File: src/include/aem_pkg.sv
// Overview of operation
// - Duty input break alarms unless disabled
// - Run time above threshold raises alarm
// - Comm timeout cleared by valid setpoint write
// - Reset by key, comm command, or input
// - Level two alarms keep output running
// - Burnout after too many consecutive exceeding cycles
// - One reset clears all level two alarms
// - Setpoint input out of span raises alarm
// - Startup run time checksum mismatch raises error
// - Settings area checksum failure raises error
// - System area checksum failure raises error
// - Working memory self check failure raises error
// - Long level press enters level, restarts
// - Up press selects initialise choice, shown
// - Enter restores defaults, returns after delay
// - Run time reset zeroes counter
// - Restart request performs full reset
// - Zero timeout setting disables timeout detection
package aem_pkg;
    // Clock and timing
    localparam int unsigned CLK_HZ = 20_000_000;
    localparam int unsigned LONG_PRESS_MS = 2000;
    localparam int unsigned RETURN_DELAY_MS = 500;
    localparam int unsigned TICK_MS = 1;
    localparam int unsigned LONG_PRESS_CYCLES = CLK_HZ / 1000 * LONG_PRESS_MS;
    localparam int unsigned RETURN_DELAY_CYCLES = CLK_HZ / 1000 * RETURN_DELAY_MS;
    localparam int unsigned TICK_CYCLES = CLK_HZ / 1000 * TICK_MS;
    localparam int unsigned TMR_W = 26;

    // Register byte offsets
    localparam logic [7:0] OFS_CTRL = 8'h00;
    localparam logic [7:0] OFS_BURN_COUNT = 8'h04;
    localparam logic [7:0] OFS_RT_THRESH = 8'h08;
    localparam logic [7:0] OFS_COMM_TMO = 8'h0C;
    localparam logic [7:0] OFS_STATUS = 8'h10;
    localparam logic [7:0] OFS_RUNTIME = 8'h14;
    localparam logic [7:0] OFS_SETPOINT = 8'h18;

    // Control register fields, setpoint limit and register reset values
    localparam int CTRL_DUTY_EN = 0;
    localparam int CTRL_COMM_VARIANT = 1;
    localparam int CTRL_RESET_CMD = 2;
    localparam logic [1:0] CTRL_RESET_VAL = 2'h1;
    localparam logic [15:0] SETPOINT_MAX = 16'h03E8;
    localparam logic [7:0] BURN_COUNT_RST = 8'h03;
    localparam logic [31:0] RT_THRESH_RST = 32'hFFFFFFFF;

    // Alarm flag positions
    localparam int NUM_ALARMS = 9;
    localparam int AL_RAM = 0;
    localparam int AL_SYS = 1;
    localparam int AL_SET = 2;
    localparam int AL_RTCHK = 3;
    localparam int AL_BURN = 4;
    localparam int AL_RANGE = 5;
    localparam int AL_DUTY = 6;
    localparam int AL_RUNTIME = 7;
    localparam int AL_COMM = 8;
    localparam logic [8:0] LEVEL2_MASK = 9'h0F0;

    // Display codes of each alarm
    localparam logic [7:0] ram_fault_code = 8'h01;
    localparam logic [7:0] system_checksum_code = 8'h02;
    localparam logic [7:0] settings_checksum_code = 8'h03;
    localparam logic [7:0] runtime_checksum_code = 8'h04;
    localparam logic [7:0] burnout_alarm_code = 8'h40;
    localparam logic [7:0] input_range_alarm_code = 8'h50;
    localparam logic [7:0] duty_input_alarm_code = 8'h51;
    localparam logic [7:0] runtime_alarm_code = 8'h60;
    localparam logic [7:0] comm_timeout_alarm_code = 8'h70;
    localparam logic [7:0] NO_ALARM_CODE = 8'h00;

    // Menu item shown on the display
    localparam logic [1:0] SHOW_RUN = 2'h0;
    localparam logic [1:0] SHOW_PARAM = 2'h1;
    localparam logic [1:0] SHOW_MENU = 2'h2;
    localparam logic [1:0] SHOW_CHOICE = 2'h3;

    typedef enum logic [2:0] {
        MENU_RUN, MENU_LEVEL, MENU_ENTERED, MENU_CHOICE, MENU_RETURN
    } aem_menu_e;

    // Pin inputs after synchronising
    typedef struct packed {
        logic enter_key;
        logic level_key;
        logic up_key;
        logic reset_in;
        logic burn_exceed;
        logic line_cycle;
        logic range_fault;
        logic duty_open;
        logic ram_fault;
        logic nv_sys_bad;
        logic nv_set_bad;
        logic nv_rt_bad;
    } aem_pins_s;
endpackage : aem_pkg

File: src/aem_alarm_manager.sv
// The APB slave port and the placing of the registers were chosen for this implementation.
`timescale 1ns/1ps
module aem_alarm_manager import aem_pkg::*; #(
    parameter int unsigned LONG_CYC = LONG_PRESS_CYCLES,
    parameter int unsigned RETURN_CYC = RETURN_DELAY_CYCLES,
    parameter int unsigned TICK_CYC = TICK_CYCLES
) (
    // Clock and reset
    input wire logic I_REF_CLK,
    input wire logic I_SYS_RST,
    // APB slave
    input wire logic I_PSEL,
    input wire logic I_PENABLE,
    input wire logic I_PWRITE,
    input wire logic [7:0] I_PADDR,
    input wire logic [31:0] I_PWDATA,
    output logic [31:0] O_PRDATA,
    output logic O_PREADY,
    output logic O_PSLVERR,
    // Front panel and reset pins
    input wire logic I_ENTER_CLEAR_KEY,
    input wire logic I_LEVEL_SELECT_KEY,
    input wire logic I_UP_KEY,
    input wire logic I_RESET_INPUT,
    // Fault detector pins
    input wire logic I_BURN_EXCEED,
    input wire logic I_LINE_CYCLE,
    input wire logic I_RANGE_FAULT,
    input wire logic I_DUTY_OPEN,
    input wire logic I_RAM_FAULT,
    input wire logic I_NV_SYS_BAD,
    input wire logic I_NV_SET_BAD,
    input wire logic I_NV_RT_BAD,
    // Outputs to power stage and display
    output logic O_OUTPUT_ENABLE,
    output logic [7:0] O_ERROR_CODE,
    output logic [1:0] O_DISPLAY_ITEM,
    output logic O_SELECT_RUNTIME,
    output logic O_LOAD_DEFAULTS,
    output logic O_RESTART
);
    // Two flop synchroniser; stage one is read only by stage two
    aem_pins_s pin_s1, pin_s2, pin_d;
    always_ff @(posedge I_REF_CLK) begin
        pin_s1 <= {I_ENTER_CLEAR_KEY, I_LEVEL_SELECT_KEY, I_UP_KEY, I_RESET_INPUT, I_BURN_EXCEED,
                   I_LINE_CYCLE, I_RANGE_FAULT, I_DUTY_OPEN, I_RAM_FAULT, I_NV_SYS_BAD,
                   I_NV_SET_BAD, I_NV_RT_BAD};
        pin_s2 <= pin_s1;
        pin_d <= pin_s2;
    end
    aem_pins_s rise;
    assign rise = pin_s2 & ~pin_d;

    // Register state
    logic duty_input_enable_param, communicating_variant;
    logic [7:0] burnout_count_param;
    logic [31:0] runtime_threshold_param;
    logic [15:0] comm_timeout_param;
    logic [31:0] runtime, prdata;
    logic [8:0] alarms;
    aem_menu_e menu;
    logic [1:0] next_ctrl;
    logic [7:0] next_burn_cnt_p;
    logic [31:0] next_rt_thr;
    logic [15:0] next_tmo;
    logic [31:0] next_prdata;
    logic wr, rd, mapped, reset_cmd, setpoint_ok;

    function automatic logic hit(input logic [7:0] a, input logic [7:0] ofs);
        hit = (a == ofs);
    endfunction : hit

    assign wr = I_PSEL && I_PENABLE && I_PWRITE;
    assign rd = I_PSEL && !I_PENABLE && !I_PWRITE;
    assign mapped = hit(I_PADDR, OFS_CTRL) || hit(I_PADDR, OFS_BURN_COUNT) || hit(I_PADDR, OFS_RT_THRESH)
        || hit(I_PADDR, OFS_COMM_TMO) || hit(I_PADDR, OFS_STATUS) || hit(I_PADDR, OFS_RUNTIME)
        || hit(I_PADDR, OFS_SETPOINT);
    // Reset command only honoured on the communicating variant
    assign reset_cmd = wr && hit(I_PADDR, OFS_CTRL) && I_PWDATA[CTRL_RESET_CMD] && communicating_variant;
    assign setpoint_ok = wr && hit(I_PADDR, OFS_SETPOINT) && (I_PWDATA[15:0] <= SETPOINT_MAX);
    // Never stalls; unmapped addresses answer with an error
    assign O_PREADY = 1'b1;
    assign O_PSLVERR = I_PSEL && I_PENABLE && !mapped;
    assign O_PRDATA = prdata;

    // Register writes in the access phase, read capture in the setup phase
    always_comb begin
        next_ctrl = {communicating_variant, duty_input_enable_param};
        next_burn_cnt_p = burnout_count_param;
        next_rt_thr = runtime_threshold_param;
        next_tmo = comm_timeout_param;
        next_prdata = prdata;
        if (wr && hit(I_PADDR, OFS_CTRL)) begin
            next_ctrl = {I_PWDATA[CTRL_COMM_VARIANT], I_PWDATA[CTRL_DUTY_EN]};
        end
        if (wr && hit(I_PADDR, OFS_BURN_COUNT)) begin
            next_burn_cnt_p = I_PWDATA[7:0];
        end
        if (wr && hit(I_PADDR, OFS_RT_THRESH)) begin
            next_rt_thr = I_PWDATA;
        end
        if (wr && hit(I_PADDR, OFS_COMM_TMO)) begin
            next_tmo = I_PWDATA[15:0];
        end
        if (rd) begin
            case (I_PADDR)
                OFS_CTRL: next_prdata = {30'h0, communicating_variant, duty_input_enable_param};
                OFS_BURN_COUNT: next_prdata = {24'h0, burnout_count_param};
                OFS_RT_THRESH: next_prdata = runtime_threshold_param;
                OFS_COMM_TMO: next_prdata = {16'h0, comm_timeout_param};
                OFS_STATUS: next_prdata = {14'h0, O_ERROR_CODE, O_OUTPUT_ENABLE, alarms};
                OFS_RUNTIME: next_prdata = runtime;
                default: next_prdata = 32'h0;
            endcase
        end
    end
    always_ff @(posedge I_REF_CLK) begin
        if (I_SYS_RST) begin
            {communicating_variant, duty_input_enable_param} <= CTRL_RESET_VAL;
            burnout_count_param <= BURN_COUNT_RST;
            runtime_threshold_param <= RT_THRESH_RST;
            comm_timeout_param <= 16'h0;
            prdata <= 32'h0;
        end else begin
            {communicating_variant, duty_input_enable_param} <= next_ctrl;
            burnout_count_param <= next_burn_cnt_p;
            runtime_threshold_param <= next_rt_thr;
            comm_timeout_param <= next_tmo;
            prdata <= next_prdata;
        end
    end

    // Millisecond tick, run time, burnout run length and comm silence counters
    logic [TMR_W-1:0] tick_cnt, next_tick_cnt;
    logic [7:0] burn_run, next_burn_run;
    logic [15:0] silence, next_silence;
    logic [31:0] next_runtime;
    logic tick, rt_clear;
    assign tick = (tick_cnt == TMR_W'(TICK_CYC - 1));
    always_comb begin
        next_tick_cnt = tick ? '0 : tick_cnt + 1'b1;
        next_runtime = runtime;
        if (rt_clear) begin
            next_runtime = 32'h0;
        end else if (tick && runtime != 32'hFFFFFFFF) begin
            next_runtime = runtime + 1'b1;
        end
        next_burn_run = burn_run;
        if (rise.line_cycle) begin
            next_burn_run = !pin_s2.burn_exceed ? 8'h0 : (burn_run == 8'hFF ? burn_run : burn_run + 1'b1);
        end
        next_silence = silence;
        if (I_PSEL && I_PENABLE) begin
            next_silence = 16'h0;
        end else if (tick && silence != 16'hFFFF) begin
            next_silence = silence + 1'b1;
        end
    end
    always_ff @(posedge I_REF_CLK) begin
        if (I_SYS_RST) begin
            tick_cnt <= '0;
            runtime <= 32'h0;
            burn_run <= 8'h0;
            silence <= 16'h0;
        end else begin
            tick_cnt <= next_tick_cnt;
            runtime <= next_runtime;
            burn_run <= next_burn_run;
            silence <= next_silence;
        end
    end

    // Alarm set and clear; a set in the clearing cycle wins
    logic [8:0] cause, clear_mask, next_alarms;
    logic alarm_reset;
    assign alarm_reset = rise.enter_key && menu == MENU_RUN || reset_cmd || rise.reset_in;
    always_comb begin
        cause = '0;
        cause[AL_RAM] = pin_s2.ram_fault;
        cause[AL_SYS] = pin_s2.nv_sys_bad;
        cause[AL_SET] = pin_s2.nv_set_bad;
        cause[AL_RTCHK] = pin_s2.nv_rt_bad;
        cause[AL_BURN] = burn_run > burnout_count_param;
        cause[AL_RANGE] = pin_s2.range_fault;
        cause[AL_DUTY] = pin_s2.duty_open && duty_input_enable_param;
        cause[AL_RUNTIME] = runtime > runtime_threshold_param;
        cause[AL_COMM] = comm_timeout_param != 16'h0 && silence >= comm_timeout_param;
        clear_mask = alarm_reset ? LEVEL2_MASK : '0;
        clear_mask[AL_COMM] = setpoint_ok;
        next_alarms = (alarms & ~clear_mask) | cause;
    end
    always_ff @(posedge I_REF_CLK) begin
        if (I_SYS_RST) begin
            alarms <= '0;
        end else begin
            alarms <= next_alarms;
        end
    end

    // Output gating and highest priority display code
    logic [7:0] next_code;
    logic next_out_en;
    always_comb begin
        next_out_en = (alarms & ~LEVEL2_MASK) == '0;
        next_code = NO_ALARM_CODE;
        if (alarms[AL_RAM]) next_code = ram_fault_code;
        else if (alarms[AL_SYS]) next_code = system_checksum_code;
        else if (alarms[AL_SET]) next_code = settings_checksum_code;
        else if (alarms[AL_RTCHK]) next_code = runtime_checksum_code;
        else if (alarms[AL_COMM]) next_code = comm_timeout_alarm_code;
        else if (alarms[AL_BURN]) next_code = burnout_alarm_code;
        else if (alarms[AL_RANGE]) next_code = input_range_alarm_code;
        else if (alarms[AL_DUTY]) next_code = duty_input_alarm_code;
        else if (alarms[AL_RUNTIME]) next_code = runtime_alarm_code;
    end
    always_ff @(posedge I_REF_CLK) begin
        if (I_SYS_RST) begin
            O_OUTPUT_ENABLE <= 1'b0;
            O_ERROR_CODE <= NO_ALARM_CODE;
        end else begin
            O_OUTPUT_ENABLE <= next_out_en;
            O_ERROR_CODE <= next_code;
        end
    end

    // Key menu; a long press fires once per hold
    aem_menu_e next_menu;
    logic [TMR_W-1:0] hold, next_hold, wait_cnt, next_wait;
    logic fired, next_fired, sel_rt, next_sel_rt, long_press, next_defaults, next_restart;
    assign long_press = pin_s2.level_key && !fired && hold == TMR_W'(LONG_CYC - 1);
    always_comb begin
        next_menu = menu;
        next_sel_rt = sel_rt;
        next_wait = wait_cnt;
        next_defaults = 1'b0;
        next_restart = 1'b0;
        rt_clear = 1'b0;
        next_hold = pin_s2.level_key && !fired ? hold + 1'b1 : '0;
        next_fired = pin_s2.level_key && (fired || long_press);
        case (menu)
            MENU_RUN: if (long_press) next_menu = MENU_LEVEL;
            MENU_LEVEL: begin
                if (long_press) begin
                    next_restart = 1'b1;
                    next_menu = MENU_RUN;
                end else if (rise.enter_key) next_menu = MENU_ENTERED;
                else if (rise.up_key) next_sel_rt = !sel_rt;
            end
            MENU_ENTERED: if (rise.up_key) next_menu = MENU_CHOICE;
            MENU_CHOICE: begin
                if (rise.enter_key) begin
                    next_defaults = !sel_rt;
                    rt_clear = sel_rt;
                    next_wait = TMR_W'(RETURN_CYC - 1);
                    next_menu = MENU_RETURN;
                end
            end
            MENU_RETURN: begin
                next_wait = wait_cnt - 1'b1;
                if (wait_cnt == '0) next_menu = MENU_LEVEL;
            end
            default: next_menu = MENU_RUN;
        endcase
    end
    always_ff @(posedge I_REF_CLK) begin
        if (I_SYS_RST) begin
            menu <= MENU_RUN;
            hold <= '0;
            fired <= 1'b0;
            sel_rt <= 1'b0;
            wait_cnt <= '0;
            O_LOAD_DEFAULTS <= 1'b0;
            O_RESTART <= 1'b0;
        end else begin
            menu <= next_menu;
            hold <= next_hold;
            fired <= next_fired;
            sel_rt <= next_sel_rt;
            wait_cnt <= next_wait;
            O_LOAD_DEFAULTS <= next_defaults;
            O_RESTART <= next_restart;
        end
    end
    // Display item follows the menu state
    always_comb begin
        case (menu)
            MENU_RUN: O_DISPLAY_ITEM = SHOW_RUN;
            MENU_ENTERED: O_DISPLAY_ITEM = SHOW_MENU;
            MENU_CHOICE: O_DISPLAY_ITEM = SHOW_CHOICE;
            default: O_DISPLAY_ITEM = SHOW_PARAM;
        endcase
    end
    assign O_SELECT_RUNTIME = sel_rt;

    // Checks
    property p_duty;
        @(posedge I_REF_CLK) disable iff (I_SYS_RST) pin_s2.duty_open && duty_input_enable_param |=> alarms[AL_DUTY];
    endproperty
    a_duty: assert property (p_duty) else $error("duty alarm missed");
    property p_runtime;
        @(posedge I_REF_CLK) disable iff (I_SYS_RST) runtime > runtime_threshold_param |=> alarms[AL_RUNTIME];
    endproperty
    a_runtime: assert property (p_runtime) else $error("runtime alarm missed");
    property p_comm_hold;
        @(posedge I_REF_CLK) disable iff (I_SYS_RST) alarms[AL_COMM] && !setpoint_ok |=> alarms[AL_COMM];
    endproperty
    a_comm_hold: assert property (p_comm_hold) else $error("comm alarm lost");
    property p_reset_all;
        @(posedge I_REF_CLK) disable iff (I_SYS_RST) alarm_reset && (cause & LEVEL2_MASK) == '0
            |=> (alarms & LEVEL2_MASK) == '0;
    endproperty
    a_reset_all: assert property (p_reset_all) else $error("level two alarms not cleared");
    property p_out_en;
        @(posedge I_REF_CLK) disable iff (I_SYS_RST) !I_SYS_RST && (alarms & ~LEVEL2_MASK) == '0 |=> O_OUTPUT_ENABLE;
    endproperty
    a_out_en: assert property (p_out_en) else $error("output stopped by level two");
    property p_inhibit;
        @(posedge I_REF_CLK) disable iff (I_SYS_RST) alarms[AL_RAM] |=> !O_OUTPUT_ENABLE;
    endproperty
    a_inhibit: assert property (p_inhibit) else $error("output not inhibited");
    property p_rt_zero;
        @(posedge I_REF_CLK) disable iff (I_SYS_RST) rt_clear |=> runtime == 32'h0 ##1 O_DISPLAY_ITEM == SHOW_PARAM;
    endproperty
    a_rt_zero: assert property (p_rt_zero) else $error("runtime not zeroed");
    property p_tmo_off;
        @(posedge I_REF_CLK) disable iff (I_SYS_RST) comm_timeout_param == 16'h0 && !alarms[AL_COMM]
            |=> !alarms[AL_COMM];
    endproperty
    a_tmo_off: assert property (p_tmo_off) else $error("timeout with zero setting");
    property p_restart;
        @(posedge I_REF_CLK) disable iff (I_SYS_RST) menu == MENU_LEVEL && long_press |=> O_RESTART && menu == MENU_RUN;
    endproperty
    a_restart: assert property (p_restart) else $error("restart missed");
    property p_ram_latch;
        @(posedge I_REF_CLK) disable iff (I_SYS_RST) alarms[AL_RAM] |=> alarms[AL_RAM];
    endproperty
    a_ram_latch: assert property (p_ram_latch) else $error("ram error not latched");
    c_defaults: cover property (@(posedge I_REF_CLK) disable iff (I_SYS_RST) O_LOAD_DEFAULTS);
    c_restart: cover property (@(posedge I_REF_CLK) disable iff (I_SYS_RST) O_RESTART);
    c_burn: cover property (@(posedge I_REF_CLK) disable iff (I_SYS_RST) alarms[AL_BURN] && O_OUTPUT_ENABLE);
    c_comm_clear: cover property (@(posedge I_REF_CLK) disable iff (I_SYS_RST) alarms[AL_COMM] && setpoint_ok);
endmodule : aem_alarm_manager

File: config.mk
export PLATFORM = sky130hd
export DESIGN_NAME = aem_alarm_manager
export DESIGN_NICKNAME = d
export VERILOG_FILES = /design/src/include/aem_pkg.sv /design/src/aem_alarm_manager.sv
export SDC_FILE = /design/constraint.sdc
export NUM_CORES = 1
export LEC_CHECK = 0
export ABC_AREA = 0
export BUFFER_PORTS_ARGS = -buffer_cell sky130_fd_sc_hd__buf_2
export CAP_MARGIN = 20
export CORE_ASPECT_RATIO = 1.75
export CORE_MARGIN = 2
export CORE_UTILIZATION = 50
export CTS_CLUSTER_SIZE = 25
export DETAILED_ROUTE_END_ITERATION = 10
export PLACE_DENSITY = 0.69
export SYNTH_ARGS = -nofsm -noshare
export SYNTH_HDL_FRONTEND = slang
export SYNTH_SLANG_ARGS = --single-unit
File: constraint.sdc
create_clock -name I_REF_CLK -period 2.8 [get_ports I_REF_CLK]
set_input_delay 0.56 -clock I_REF_CLK [delete_from_list [all_inputs] [get_ports I_REF_CLK]]
set_output_delay 0.56 -clock I_REF_CLK [all_outputs]
set_load 0.03 [all_outputs]
* After elaboration in Yosys (flattened, before gate mapping)
Index checks and enable logic that the tools add are counted.
** Storage, ports and cells
- Bits in registers :: 285
- Latch bits :: 0
- RAM bits :: 0
- Memory bits (read-only) :: 0
- Input port bits :: 57
- Output and inout bits :: 48
- Logic and storage cells :: 182
- Memories kept :: 0
** Operators by class
- $add $sub $neg :: 6
- Multiply operators :: 0
- Divide/modulo/power cells :: 0
- $lt $le $gt $ge :: 4
- Equality and inequality tests :: 21
- Shift operators :: 0
- Muxes and demuxes :: 26
- Bitwise logic cells :: 10
- Reductions and logical operators :: 55
** Operators by type and width (count)
- 32-bit case mux with 6 select lines :: 1
- 26-bit by 1-bit adder with 26-bit output, second input constant :: 2
- 26-bit case mux with 2 select lines :: 1
- 7-bit two-way mux :: 5
- 32-bit by 1-bit adder with 32-bit output, second input constant :: 1
- 32-bit > comparator :: 1
- 32-bit inequality test, second input constant :: 1
- 26-bit by 15-bit equality test with 1-bit output, second input constant :: 1
- 26-bit equality test, second input constant :: 1
- 26-bit logical NOT :: 1
- 26-bit two-way mux :: 1
- 26-bit by 1-bit subtractor with 26-bit output, second input constant :: 1
- 8-bit by 5-bit equality test with 1-bit output, second input constant :: 3
- 8-bit two-way mux :: 3
- 1-bit logical AND :: 21
- 3-bit two-way mux :: 7
- 16-bit by 1-bit adder with 16-bit output, second input constant :: 1
- 8-bit by 4-bit equality test with 1-bit output, second input constant :: 2
- 16-bit greater-or-equal comparator :: 1
- 16-bit by 10-bit less-or-equal comparator with 1-bit output, second input constant :: 1
- 16-bit inequality test, second input constant :: 1
- 16-bit nonzero test :: 1
- 3-bit case mux with 5 select lines :: 1
- 12-bit bitwise AND :: 1
- other kinds (31) :: 62

* Logic depth before layout (Yosys ltp)
Gate-level depths: netlist (run 1).
- Depth in word-level cells :: 11
- Gate-level depth with buffers :: 9
- Gate-level depth less buffers :: 8

* Worst setup path before layout (run 1)
OpenSTA, ideal clock, no wires.
- Path kind :: input -> register
- Start point :: in I_PADDR[5]
- End point :: reg comm_timeout_param[10]
- Setup time :: 0.128 ns
- Arrival :: 2.484 ns
- Required time :: 2.672 ns
- Setup slack :: 0.188 ns
- Cell stages on the path :: 8
- Buffers on the path :: 2
- Path through :: nor3_1 > nand2_1 > nor4_1 > and4_1 > buf_2 > buf_4 > mux2i_1 > nor2_1
** On the way
- Cells in the longest elaborated chain, start to end :: 2
** Ends and longest elaborated chain
- start: declaration :: RTL line aem_alarm_manager.sv:15 : input wire logic [7:0] I_PADDR,
- 8-bit by 4-bit equality test with 1-bit output :: RTL line aem_alarm_manager.sv:70 : hit = (a == ofs);
- 1-bit logical AND :: RTL line aem_alarm_manager.sv:102 : if (wr && hit(I_PADDR, OFS_COMM_TMO)) begin
- end signal: assignment :: RTL line aem_alarm_manager.sv:128 : comm_timeout_param <= next_tmo;
- end: declaration :: RTL line aem_alarm_manager.sv:58 : logic [15:0] comm_timeout_param;
No other way between the ends.
A chain may end at the register's enable or synchronous reset.

* Final worst setup path (run 1)
- Start point :: reg tick_cnt[1]
- End point :: reg silence[10]
** On the way
- Cells in the longest elaborated chain, start to end :: 2
** Ends and longest elaborated chain
- start: declaration :: RTL line aem_alarm_manager.sv:134 : logic [TMR_W-1:0] tick_cnt, next_tick_cnt;
- start signal: assignment :: RTL line aem_alarm_manager.sv:166 : tick_cnt <= next_tick_cnt;
- 26-bit by 15-bit equality test with 1-bit output :: RTL line aem_alarm_manager.sv:139 : assign tick = (tick_cnt == TMR_W'(TICK_CYC - 1));
- 1-bit logical AND :: RTL line aem_alarm_manager.sv:155 : end else if (tick && silence != 16'hFFFF) begin
- end signal: assignment :: RTL line aem_alarm_manager.sv:169 : silence <= next_silence;
- end: declaration :: RTL line aem_alarm_manager.sv:136 : logic [15:0] silence, next_silence;
No other way between the ends.

==> results.md, run 1 <==
- Final period utilization: 92.47%
- R2r setup slk: 210 ps
- CP startpoint kind: flip-flop
- Top cells by area, synth: dfxtp_1, ha_1, nor2_1
- 1st-iter DRT viols: 517
- WHS Path Cells: 1
- DRT antenna net count: 0
- Pre-Repair DR Iteration Count: 5
- Synth Instances: 1462
- Worst path bufs/invs: 0
- Via density: 5.813
- Global route overflow: 0
- Relative slew slack: 58.03%
- Fillers: 2267
- Worst-Skew Late Latency: 570 ps
- Most frequent cells in the layout: dfxtp_1, nor2_1, nand2_1
- Worst Skew: 25.14 ps
- GPL Wtd Cong: 0.8831
- RSZ-0062 raised after global routing: false
- Area occupied by multi-input gates: 6706 µm²
- Fin crit period: 2589 ps
- CTS clk-pin slew, worst paths: 70 ps
- Worst R2R End: silence[10]
- Initial core utilization: 50.46%
- CTS max path bufs: 3
- PortBufs: 101
- Mean post-synth cell area: 8.678 µm²
- Vias in the first global route: 11180
- Slew Viols, Final: 0
- CP max FO: 17
- WL met3: 1.371 mm
- Die footprint: 26720 µm²
- Power Density: 546.8 nW/µm²
- Syn. warnings: 0
- DRC: 0
- Cell Chain, Critical Path: ha_1, and4_1, nand3_1, or2_2, a211o_1, or3_1, a21oi_1
- Post-synth EDFFs: 0
- Min-delay src: I_UP_KEY
- Nets: 1698
- Tot Pwr: 0.008029 W
- CTS H-tree lvls: 1
- Origin of the critical flop-to-flop path: tick_cnt[1]
- Final setup vio count: 0
- Hold Violations, Final: 0
- Top Layer Used: met5
- Status: complete, no violations
- Dpl hpwl: 25.36 mm
- Largest net degree at the start of global routing: 48
- Max_cap viols: 0
- Placed Cells incl. Taps: 1864
- Seq/Total Area, Yosys: 43.39%
- CORE AREA: 25150 µm²
- Crit Path Class: flip-flop to flip-flop
- Crit-path slowest cell: or2_2
- Chip Width: 124.4 µm
- ANT cells: 0
- DR WL met2: 18.20 mm
- Vias: 11130
- Area grow syn2layout: 15.75%
- Worst slew pin tran: 625.8 ps
- Critical Path AT: 3080 ps
- Mapped Area: 12690 µm²
- Initial antenna violation count: 2
- TritonCTS clock tree: built
- End of the worst hold path: pin_s1[9]
- TritonCTS sink count: 275
- Setup bufs post-CTS: 0
- Worst setup EP type: flip-flop
- Total detailed-routing wirelength: 34.64 mm
- Reg2Reg Depth: 7
- Site Rows: 77
- First-pass GRT wire length: 55.81 mm
- Total GRT Usage: 25.29%
- Layout cell share with drive strength beyond 1: 13.70%
- CP delay by family, top: simple AND/OR/NAND/NOR gates
- Critical Path Source: tick_cnt[1]
- M1 WL: 13.01 mm
- Max Fclk: 386.2 MHz
- Top Ports: 105
- Post-route setup TNS: 0 ps
- Req. time, crit path: 3290 ps
- Vert. Die Dim: 214.7 µm
- Hold Path Class: input port to flip-flop
- Async SR Flop Fraction: 0%
- Post-Layout Cell Count: 1914
- Yosys cell types: 60
- Predominant post-synthesis flop cell: dfxtp_1
- VDD IR max: 0.5257 mV
- CP max stage delay: 560 ps
- Hold slack final: 86.41 ps
- #FFs+latches synth: 275
- Most common cell after layout, fill and taps aside: dfxtp_1
- Top-area cell type share of the netlist area: 43.39%
- Avg WL per Cell: 18.10 µm
- CTS buffer count: 27
- Register area: 5505 µm²
- Synth area leader: dfxtp_1
- CTS root buffer: clkbuf_16
- Pleak: 6.149 nW
worst register-to-register path: cells and delay by family, from the launching register on:
kind,cells,cell delay (ps)
AOI/OAI and AO/OA,2,450
adders and majority gates,1,240
DFF,1,370
and+or+nand+nor,4,1460
power breakdown:
group | internal, W | total [W] | leakage (nW) | switching (W)
registers | 0.00395 | 0.00398 | 2.23 | 0.0000314
clock network | 0.00221 | 0.00380 | 0.448 | 0.00158
logic | 0.0000784 | 0.000251 | 3.47 | 0.000172
worst max-delay path by stage:
stage                                   to  slack (ps)  depth (start not counted)
detailed placement             runtime[10]         190                          7
CTS                            runtime[10]         180                          7
finish                         silence[10]         210                          7
floorplan           comm_timeout_param[10]         190                          8
global placement               runtime[10]         270                          7
global route                   runtime[22]          60                          7
cell families after synthesis:
| kind of cell | after synthesis | synth area share (%) |
|---|---|---|
| AND/OR/NAND/NOR | 620 | 23.77 |
| other | 2 | 0.05919 |
| flip-flops | 275 | 43.39 |
| AO/OA/AOI/OAI | 236 | 12.83 |
| XOR/XNOR | 103 | 7.110 |
| multiplexers | 33 | 2.633 |
| adder cells (fa/ha/maj) | 63 | 6.213 |
| buffers and inverters | 130 | 3.994 |
flip-flops by register name, summed over array words and instances, names as in the netlist, 7 cells and up:
register and count:
burn_run 8, alarms 9, comm_timeout_param 16, runtime 32, pin_s2 7, pin_s1 12, runtime_threshold_param 32, O_PRDATA 32
silence 16, tick_cnt 26, burnout_count_param 8, hold 26, wait_cnt 26
metrics by stage:
step                cell area (µm²)  setup slack (ps)  util (%)
floorplan                     12690             188.4         -
global placement              13750             272.9     54.68
detailed placement            13750             193.1     54.68
CTS                           14670             179.9     58.35
global route                  14690             55.87     58.40
finish                        14690             210.9     58.40
metal layers:
| layer | track usage, % | up-vias |
|---|---|---|
| li1 | - | 5412 |
| met1 | 26.91 | 5302 |
| met2 | 47.52 | 292 |
| met3 | 2.938 | 117 |
| met4 | 14.53 | 4 |
| met5 | 0 | - |
cells in the mapped netlist, types with 30 or more instances:
cell type	instances
nor2_1	202
nor4_1	33
xor2_1	68
a21oi_1	63
clkbuf_1	53
mux2i_1	30
ha_1	63
nand3_1	62
a22oi_1	33
nand2_1	142
xnor2_1	35
inv_1	67
nand4_1	42
o211ai_1	38
dfxtp_1	275
timing repair:
action	in CTS	in global routing
gates resized for setup	0	1
setup endpoints to repair	0	1
hold buffers	0	0
layout make-up:
cell class                      count  area share, %
Clock inverter                     12          1.022
Timing Repair Buffer              149          6.151
Sequential cell                   275          37.49
Tap cell                          316          2.692
Multi-Input combinational cell   1058          45.67
Clock buffer                       37          5.265
Inverter                           67          1.713
Note: power is estimated with default switching activity, not from simulation.
==> run 2: changes to the inputs <==
- CORE_UTILIZATION: 50 -> 45
- PLACE_DENSITY: 0.69 -> not set
==> run 2 against run 1 <==
Effect of this change:
- highest routed layer is now met4
- non-clock buffer count up 4
- maximum frequency down 1.4%
- largest power group unchanged
- combinational power up 2%
- via count down 1.0%
- register-to-register slack worse by 40 ps
==> results.md, run 2 (synthesis results as in run 1) <==
- CP startpoint kind: flip-flop
- RSZ-0062 raised after global routing: false
- Layout cell share with drive strength beyond 1: 14.04%
- Hold Violations, Final: 0
- Post-Layout Cell Count: 1976
- Total detailed-routing wirelength: 35.42 mm
- CTS buffer count: 27
- Avg WL per Cell: 17.93 µm
- DRT antenna net count: 0
- Area occupied by multi-input gates: 6706 µm²
- Post-route setup TNS: 0 ps
- Final Cell Area: 14810 µm²
- Worst slew pin tran: 722.8 ps
- Vias in the first global route: 10760
- Worst setup EP type: flip-flop
- Max Fclk: 380.9 MHz
- Final setup vio count: 0
- Most frequent cells in the layout: dfxtp_1, nor2_1, nand2_1
- Dpl hpwl: 26.67 mm
- Post-CTS resize count: 0
- PortBufs: 101
- Nets: 1702
- Pleak: 6.181 nW
- Crit-path slowest cell: a2111oi_0
- Relative slew slack: 51.59%
- Worst Skew: 19.02 ps
- CTS max path bufs: 3
- Pre-Repair DR Iteration Count: 9
- CP max stage delay: 600 ps
- Placed Cells incl. Taps: 1926
- TritonCTS clock tree: built
- Final period utilization: 93.77%
- Vias: 11020
- Via density: 5.575
- Area grow syn2layout: 16.74%
- CP max FO: 6
- Largest net degree at the start of global routing: 37
- Chip Width: 130.9 µm
- Power Density: 553.2 nW/µm²
- CTS root buffer: clkbuf_16
- Critical Path AT: 3060 ps
- Vert. Die Dim: 226.1 µm
- Max_cap viols: 0
- 1st-iter DRT viols: 575
- Setup bufs post-CTS: 0
- First-pass GRT wire length: 55.37 mm
- Crit Path Class: flip-flop to flip-flop
- Global route overflow: 0
- Worst-Skew Late Latency: 560 ps
- Fillers: 2627
- Site Rows: 81
- Die footprint: 29600 µm²
- Hold Path Class: input port to flip-flop
- GPL Wtd Cong: 0.8813
- VDD IR max: 0.4255 mV
- Most common cell after layout, fill and taps aside: dfxtp_1
- Initial core utilization: 45.52%
- CTS H-tree lvls: 1
- Total GRT Usage: 23.83%
- CORE AREA: 27870 µm²
- Req. time, crit path: 3230 ps
- Fin crit period: 2626 ps
- DRC: 0
- # hold bufs at CTS: 0
- Initial antenna violation count: 0
- TritonCTS sink count: 275
- Dpl cell area: 13840 µm²
- Status: complete, no violations
- CTS clk-pin slew, worst paths: 70 ps
- Slew Viols, Final: 0
- Cell Chain, Critical Path: ha_1, and4_1, nand3_1, buf_4, a2111oi_0, buf_4, nand3_1, xor2_1, nor2_1
- Top Ports: 105
- Register area: 5505 µm²
run 2: path summary, 6_finish.rpt:
check / start / end / slack, ps / cells past startpoint
hold reg to reg: pin_s1[1] / cause[2] / 330 / 0
setup / recovery: tick_cnt[0] / silence[8] / 170 / 9
hold / removal: I_ENTER_CLEAR_KEY / pin_s1[11] / 100 / 1
setup reg to reg: tick_cnt[0] / silence[8] / 170 / 9
run 2: per-layer routing:
layer / vias up / part of all wire, % / global-route usage [%]
li1: 5422 / - / -
met1: 5238 / 37 / 24.78
met2: 256 / 54 / 45.61
met3: 100 / 3.9 / 3.127
met4: 0 / 5.1 / 11.70
met5: - / 0 / 0
run 2: power by group:
part	total, W	switching (W)	internal [W]
combinational	0.000257	0.000179	0.0000779
sequential	0.00398	0.0000339	0.00395
clock	0.00395	0.00160	0.00235
total	0.00819	0.00181	0.00638
run 2: critical path: cells and delay by family, from the launching register on:
family                   cells  cell delay (ps)
buffers and inverters        2              490
AND/OR/NAND/NOR              4              670
flip-flops                   1              370
AO/OA/AOI/OAI                1              600
adder cells (fa/ha/maj)      1              240
XOR/XNOR                     1              140
run 2: cell type report:
cell class	count	area share, %
sequential	275	37.17
clock buffer	37	5.356
tap	373	3.151
multi-input combinational	1058	45.28
clock inverter	12	1.191
antenna	1	0.01690
timing repair buffer	153	6.133
inverter	67	1.698
run 2: metrics by stage:
step | setup slack [ps] | total power (W) | util, % | hold slack [ps]
6_report | 174.5 | 0.008193 | 53.14 | 99.36
5_1_grt | 54.44 | 0.008434 | 53.13 | 91.04
4_1_cts | 180.5 | 0.008280 | 53.13 | 82.43
3_5_place_dp | 190.5 | 0.004330 | 49.65 | 312.1
3_3_place_gp | 288.5 | 0.004325 | 49.63 | 310.0
2_1_floorplan | 188.4 | 0.004191 | - | 309.6
